`config.mk`:
```
export PLATFORM = sky130hd
export DESIGN_NAME = increment_or_move_instr_exec
export DESIGN_NICKNAME = d
export VERILOG_FILES = /design/src/design/instr_exec_pkg.sv /design/src/design/instr_classify.sv /design/src/design/increment_or_move_instr_exec.sv
export SDC_FILE = /design/constraint.sdc
export NUM_CORES = 1
export LEC_CHECK = 0
export BUFFER_PORTS_ARGS = -buffer_cell sky130_fd_sc_hd__buf_2
export CAP_MARGIN = 25
export CORE_ASPECT_RATIO = 1.4
export CORE_MARGIN = 1.5
export CORE_UTILIZATION = 45
export DETAILED_ROUTE_END_ITERATION = 10
export GPL_TIMING_DRIVEN = 0
export PLACE_DENSITY = 0.73
export REMOVE_ABC_BUFFERS = 1
export SETUP_SLACK_MARGIN = 0.2
export SYNTH_ARGS = -nofsm -noshare
export SYNTH_HDL_FRONTEND = slang
export SYNTH_SLANG_ARGS = --single-unit
```
`constraint.sdc`:
```
create_clock -name clock -period 2.1 [get_ports clock]
set_input_delay 0.42 -clock clock [delete_from_list [all_inputs] [get_ports clock]]
set_output_delay 0.42 -clock clock [all_outputs]
set_load 0.01 [all_outputs]
```
`src/design/instr_exec_pkg.sv`:
```
// Package: encodings, field positions and carriers for the instruction group executor
package instr_exec_pkg;

  localparam int          INSTR_WIDTH   = 14;
  localparam int          DATA_WIDTH    = 8;
  localparam int          ADDR_WIDTH    = 7;
  localparam int          DEST_BIT      = 7;
  localparam int          ADDR_LSB      = 0;
  localparam int          LIT_LSB       = 0;
  localparam logic [5:0]  OPC_MOVE_REG  = 6'h08;
  localparam logic [5:0]  OPC_OR_REG    = 6'h04;
  localparam logic [5:0]  OPC_INC       = 6'h0A;
  localparam logic [5:0]  OPC_INC_SKIP  = 6'h0F;
  localparam logic [5:0]  OPC_STORE     = 6'h00;
  localparam logic [3:0]  OPC_LOAD_LIT  = 4'hC;
  localparam logic [5:0]  OPC_OR_LIT    = 6'h38;
  localparam logic [13:0] NOP_WORD      = 14'h0000;
  localparam logic [7:0]  ACC_RESET     = 8'h00;
  localparam logic        ZERO_RESET    = 1'b0;

  typedef enum {
    op_none,
    op_increment_reg,
    op_increment_reg_skip_zero,
    op_or_literal_into_acc,
    op_or_acc_with_reg,
    op_move_reg,
    op_load_literal_acc,
    op_store_acc_to_reg
  } op_type;

  // Request to the file register array for one cycle
  typedef struct packed {
    logic                  write;
    logic [ADDR_WIDTH-1:0] addr;
    logic [DATA_WIDTH-1:0] data;
  } file_write_type;

endpackage : instr_exec_pkg

```
`src/design/instr_classify.sv`:
```
// Classifier: maps a 14-bit instruction word onto the executed operation
`timescale 1ns/1ps
`default_nettype none
module instr_classify
  import instr_exec_pkg::*;
(
  // Instruction word
  input  wire logic [INSTR_WIDTH-1:0] instr,
  // Decoded operation
  output op_type                      op
);

  wire logic is_inc      = (instr[13:8] == OPC_INC);
  wire logic is_inc_skip = (instr[13:8] == OPC_INC_SKIP);
  wire logic is_or_reg   = (instr[13:8] == OPC_OR_REG);
  wire logic is_move     = (instr[13:8] == OPC_MOVE_REG);
  wire logic is_store    = (instr[13:8] == OPC_STORE) && instr[DEST_BIT];
  wire logic is_load     = (instr[13:10] == OPC_LOAD_LIT);
  wire logic is_or_lit   = (instr[13:8] == OPC_OR_LIT);

  // Anything else, the no-operation word included, changes no state
  assign op = is_inc      ? op_increment_reg :
              is_inc_skip ? op_increment_reg_skip_zero :
              is_or_reg   ? op_or_acc_with_reg :
              is_move     ? op_move_reg :
              is_store    ? op_store_acc_to_reg :
              is_load     ? op_load_literal_acc :
              is_or_lit   ? op_or_literal_into_acc :
                            op_none;

endmodule : instr_classify
`default_nettype wire

```
`src/design/increment_or_move_instr_exec.sv`:
```
// Executor for the increment, inclusive-OR and move instruction group
// Summary of operation
// - Increment the file register at the 7-bit address and set zero from result.
// - Increment and register OR write to accumulator when dest 0, register when 1.
// - Increment-skip keeps zero flag; zero result replaces next instruction by no-op.
// - Literal OR combines accumulator with 8-bit literal into accumulator, sets zero.
// - Register OR combines accumulator and file register, routed by dest, sets zero.
// - Move-register copies file register to accumulator or itself, updates zero.
// - Moving a register onto itself still updates zero, a non-destructive test.
// - Load-literal puts 8-bit literal into accumulator, flags untouched, x bits ignored.
// - Store copies accumulator into the addressed file register, flags untouched.
// - The no-operation word changes no state besides program counter advance.
`timescale 1ns/1ps
`default_nettype none
module increment_or_move_instr_exec
  import instr_exec_pkg::*;
(
  // Clock and reset
  input  wire logic                   clock,
  input  wire logic                   rst,
  // Fetch path
  input  wire logic                   instr_valid,
  input  wire logic [INSTR_WIDTH-1:0] instr,
  // File register read port, combinational from reg_addr
  output logic      [ADDR_WIDTH-1:0]  reg_addr,
  input  wire logic [DATA_WIDTH-1:0]  reg_rdata,
  // File register write port
  output file_write_type              reg_write,
  // Core state
  output logic      [DATA_WIDTH-1:0]  acc,
  output logic                        zero_flag,
  output logic                        skip_active,
  output logic                        pc_advance
);

  ////////////////////////////////////////////////////////////////////////////////
  // Decode

  op_type op;

  instr_classify classify
  (
    .instr (instr),
    .op    (op)
  );

  wire logic                  dest     = instr[DEST_BIT];
  wire logic [DATA_WIDTH-1:0] literal  = instr[LIT_LSB +: DATA_WIDTH];
  wire logic [DATA_WIDTH-1:0] inc_val  = reg_rdata + 8'h01;
  wire logic [DATA_WIDTH-1:0] or_reg   = acc | reg_rdata;
  wire logic [DATA_WIDTH-1:0] or_lit   = acc | literal;
  // A skipped slot executes as the no-operation word, whatever was fetched
  wire logic                  live     = instr_valid && !skip_active;

  ////////////////////////////////////////////////////////////////////////////////
  // Result selection

  logic [DATA_WIDTH-1:0] result;
  logic                  to_reg;
  logic                  to_acc;
  logic                  sets_zero;
  logic                  next_skip;

  always_comb
  begin
    result    = ACC_RESET;
    to_reg    = 1'b0;
    to_acc    = 1'b0;
    sets_zero = 1'b0;
    next_skip = 1'b0;
    if (live)
    begin
      case (op)
        op_increment_reg:
        begin
          result    = inc_val;
          to_reg    = dest;
          to_acc    = !dest;
          sets_zero = 1'b1;
        end
        op_increment_reg_skip_zero:
        begin
          result    = inc_val;
          to_reg    = dest;
          to_acc    = !dest;
          next_skip = (inc_val == 8'h00);
        end
        op_or_acc_with_reg:
        begin
          result    = or_reg;
          to_reg    = dest;
          to_acc    = !dest;
          sets_zero = 1'b1;
        end
        op_or_literal_into_acc:
        begin
          result    = or_lit;
          to_acc    = 1'b1;
          sets_zero = 1'b1;
        end
        op_move_reg:
        begin
          result    = reg_rdata;
          to_reg    = dest;
          to_acc    = !dest;
          sets_zero = 1'b1;
        end
        op_load_literal_acc:
        begin
          result    = literal;
          to_acc    = 1'b1;
        end
        op_store_acc_to_reg:
        begin
          result    = acc;
          to_reg    = 1'b1;
        end
        default:
        begin
          result    = ACC_RESET;
        end
      endcase
    end
  end

  wire logic next_zero = (result == 8'h00);

  ////////////////////////////////////////////////////////////////////////////////
  // Outputs toward the register array

  assign reg_addr = instr[ADDR_LSB +: ADDR_WIDTH];

  // Idle write carrier is all zero, so stale address or data never leaks
  wire file_write_type next_write = to_reg ?
    file_write_type'{write: 1'b1, addr: reg_addr, data: result} : '0;

  // Registered write: file array sees the write one cycle after execute
  always_ff @(posedge clock or posedge rst)
  begin
    if (rst)
      reg_write <= '0;
    else
      reg_write <= next_write;
  end

  ////////////////////////////////////////////////////////////////////////////////
  // Core state

  always_ff @(posedge clock or posedge rst)
  begin
    if (rst)
    begin
      acc         <= ACC_RESET;
      zero_flag   <= ZERO_RESET;
      skip_active <= 1'b0;
      pc_advance  <= 1'b0;
    end
    else
    begin
      if (to_acc)
        acc <= result;
      if (sets_zero)
        zero_flag <= next_zero;
      // Skip lasts until the next valid slot, which it cancels; bubbles before it do not clear it
      if (instr_valid)
        skip_active <= next_skip;
      pc_advance <= instr_valid;
    end
  end

endmodule : increment_or_move_instr_exec
`default_nettype wire

```
==> results.toml <==
[outcome]
status = "finished with violations"
violations = "setup timing"

[global_route]
grt_pass1_wl_um = 7250
grt_overflow = 0
grt_max_degree = 28
grt_pass1_vias = 1586
grt_usage_pct = 23.8
antenna_found_initial = 0

[synthesis]
synth_area_leaders = "dfrtp_1, and2_1, mux2_1"
yosys.cell_count.top_type = "dfrtp_1"
postSynthCellCount = 171
synth.distinct_cells = 49
yosys_most_used_dff = "dfrtp_1"
synth-seq-cells = 27
yosys-top-cells-count = "dfrtp_1, nor2_1, and2_1"
synth_area_um2 = 1650
synth.avg_cell_area_um2 = 9.67
yosysTopAreaCell = "dfrtp_1"
ys_seq_area_share_pct = 40.8
synth_edf_count = 0
async_flop_share_pct = 100
yosysWarnings = 0
synth_top_area_share_pct = 40.8

[critical_path]
crit_path_end_kind = "register"
reg2reg_depth = 6
regToRegSetupSlack_ps = 160
cpPeakStageDelay_ps = 550
arrival_ps = 2640
path_class = "in2reg"
cp_cell_sequence = "buf_12, or4b_4, a2111oi_4, buf_4, a2111oi_4, buf_4, nand2b_4, a21oi_2, or4_4, o41ai_2"
worst-path-max-fanout = 5
start_kind = "primary input"
worstPathRequired_ps = 2290
rr_endpoint = "zero_flag"
worstReg2RegStart = "acc[7]"
crit_slowest_cell = "or4_4"

[timing]
setup_violations = 25
fmax_ghz = 0.408
period_minus_slack_ps = 2450
relSlewSlack_pct = 40.6
rsz0062_at_grt = "yes"
period_share_pct = 117
fin_skew_ps = 6.34
finalSetupTns_ps = -4920
finalHoldViolations = 0
worst_pin_slew_ps = 883
layout_setup_ws_ps = -352
final_max_slew_viol_count = 0

[cts]
numCtsBuffers = 3
clk_pin_slew_ps = 100
clk_latency_ps = 280
postCtsHoldBufs = 0
clockRootBuffer = "clkbuf_8"
ctsHtreeMaxLevel = 1
clockBufferDepth = 2
tritoncts = "built"
cts_sinks = 27

[place]
preCtsSetupSlack_ps = -971
dp_cells = 254
hpwl_um = 2910
io_buffers = 58
placed_area_um2 = 1900
place_congestion = 0.903

[finish]
drive_gt1_share_pct = 55.6
final_util_pct = 69.9
n_fill_cell = 261
syn2layout_area_growth_pct = 45.5
insertedDiodeCount = 0
final_cells = 279
fin_nets = 267
final_area_um2 = 2410

[die]
die_w_um = 54.2
die_h_um = 74.7
initial_core_util_pct = 48.1
core_um2 = 3440
rows = 25
pin_count = 59
dieArea_um2 = 4050

[drt]
avgRoutedWirePerCell_um = 17.2
via_per_inst = 5.90
drcViolationCount = 0
first_pass_iters = 5
final_antenna_net_count = 0
drtIter0Drc = 112
routed_wl_um = 4800
vias = 1647

[power_and_ir_drop]
pwr_density_cell_nw_per_um2 = 450
ir_drop_v = 0.000317
power.leakage_nw = 1.16

[hold_path]
hold_class = "in2async"

[job]
cap_violations = 0
[worst max-delay path by stage]
stage / start / end / slack (ps)
3_3_place_gp: instr[11] / zero_flag / -990
6_report: instr[12] / zero_flag / -350
3_5_place_dp: instr[11] / zero_flag / -970
2_1_floorplan: instr[11] / zero_flag / -590
4_1_cts: instr[12] / zero_flag / -240
5_1_grt: instr[12] / zero_flag / -390
[kinds of logic (layout without fill, tap and decap cells)]
| kind of cell | count (synthesis) | count (layout) | share of synthesized area, % |
|---|---|---|---|
| compound gates | 37 | 37 | 18.7 |
| buf+inv | 20 | 87 | 6.81 |
| simple gates | 71 | 72 | 23.5 |
| mux | 8 | 8 | 5.45 |
| fa+ha+maj | 2 | 2 | 1.51 |
| xor+xnor | 6 | 6 | 3.18 |
| flops | 27 | 27 | 40.8 |
[timing repair]
item | in CTS | in global routing
buffers inserted | 11 | 8
pin swaps | 19 | 15
hold endpoints to repair | 0 | 0
gates resized for setup | 40 | 29
cloned | 0 | 1
setup endpoints to repair | 25 | 25
[sequential cells by signal, summed over array words and instances, names as in the netlist]
name,cells
zero_flag,1
skip_active,1
reg_write,16
pc_advance,1
acc,8
[routing by layer]
metal	GRT usage (%)	vias to the layer above	share of wire (%)
li1	-	758	-
met1	29.8	786	38
met2	39.9	84	52
met3	1.59	19	5.4
met4	13.1	0	4.5
met5	0	-	0
[critical path: cells and delay by family]
family	cells	cell delay (ps)
AOI/OAI and AO/OA	4	580
buffers and inverters	3	470
and+or+nand+nor	3	1150
[area by class of cell]
| class | count | area, um2 | share of cell area [%] |
|---|---|---|---|
| inverters | 5 | 18.8 | 0.780 |
| clock buffers | 3 | 41.3 | 1.72 |
| well taps | 40 | 50.0 | 2.08 |
| flip-flops and latches | 27 | 676 | 28.1 |
| repair buffers | 78 | 514 | 21.4 |
| clock inverters | 1 | 7.51 | 0.312 |
| multi-input cells | 125 | 1100 | 45.7 |
[layout by cell type (no fill, tap or decap), types with 5 or more instances in the layout]
cell / n
a21oi_2: 7
a222oi_1: 7
and2_1: 9
and2_4: 5
buf_2: 52
buf_4: 16
buf_6: 7
dfrtp_1: 27
inv_1: 5
mux2_4: 8
nand2_1: 8
nand3_1: 6
nor2_1: 12
[stage by stage]
stage | hold slack, ps | power, mW
floorplan | 451 | 0.634
global placement | 509 | 0.722
detailed placement | 509 | 0.723
CTS | 290 | 1.05
global route | 198 | 1.12
finish | 146 | 1.08
[power by group]
group	switching, mW	internal, mW	leakage, nW	total, mW
clock network	0.166	0.135	0.0217	0.301
logic	0.137	0.107	0.768	0.245
registers	0.00635	0.530	0.372	0.537
total	0.309	0.773	1.16	1.08
Note: power is estimated with default switching activity, not from simulation.
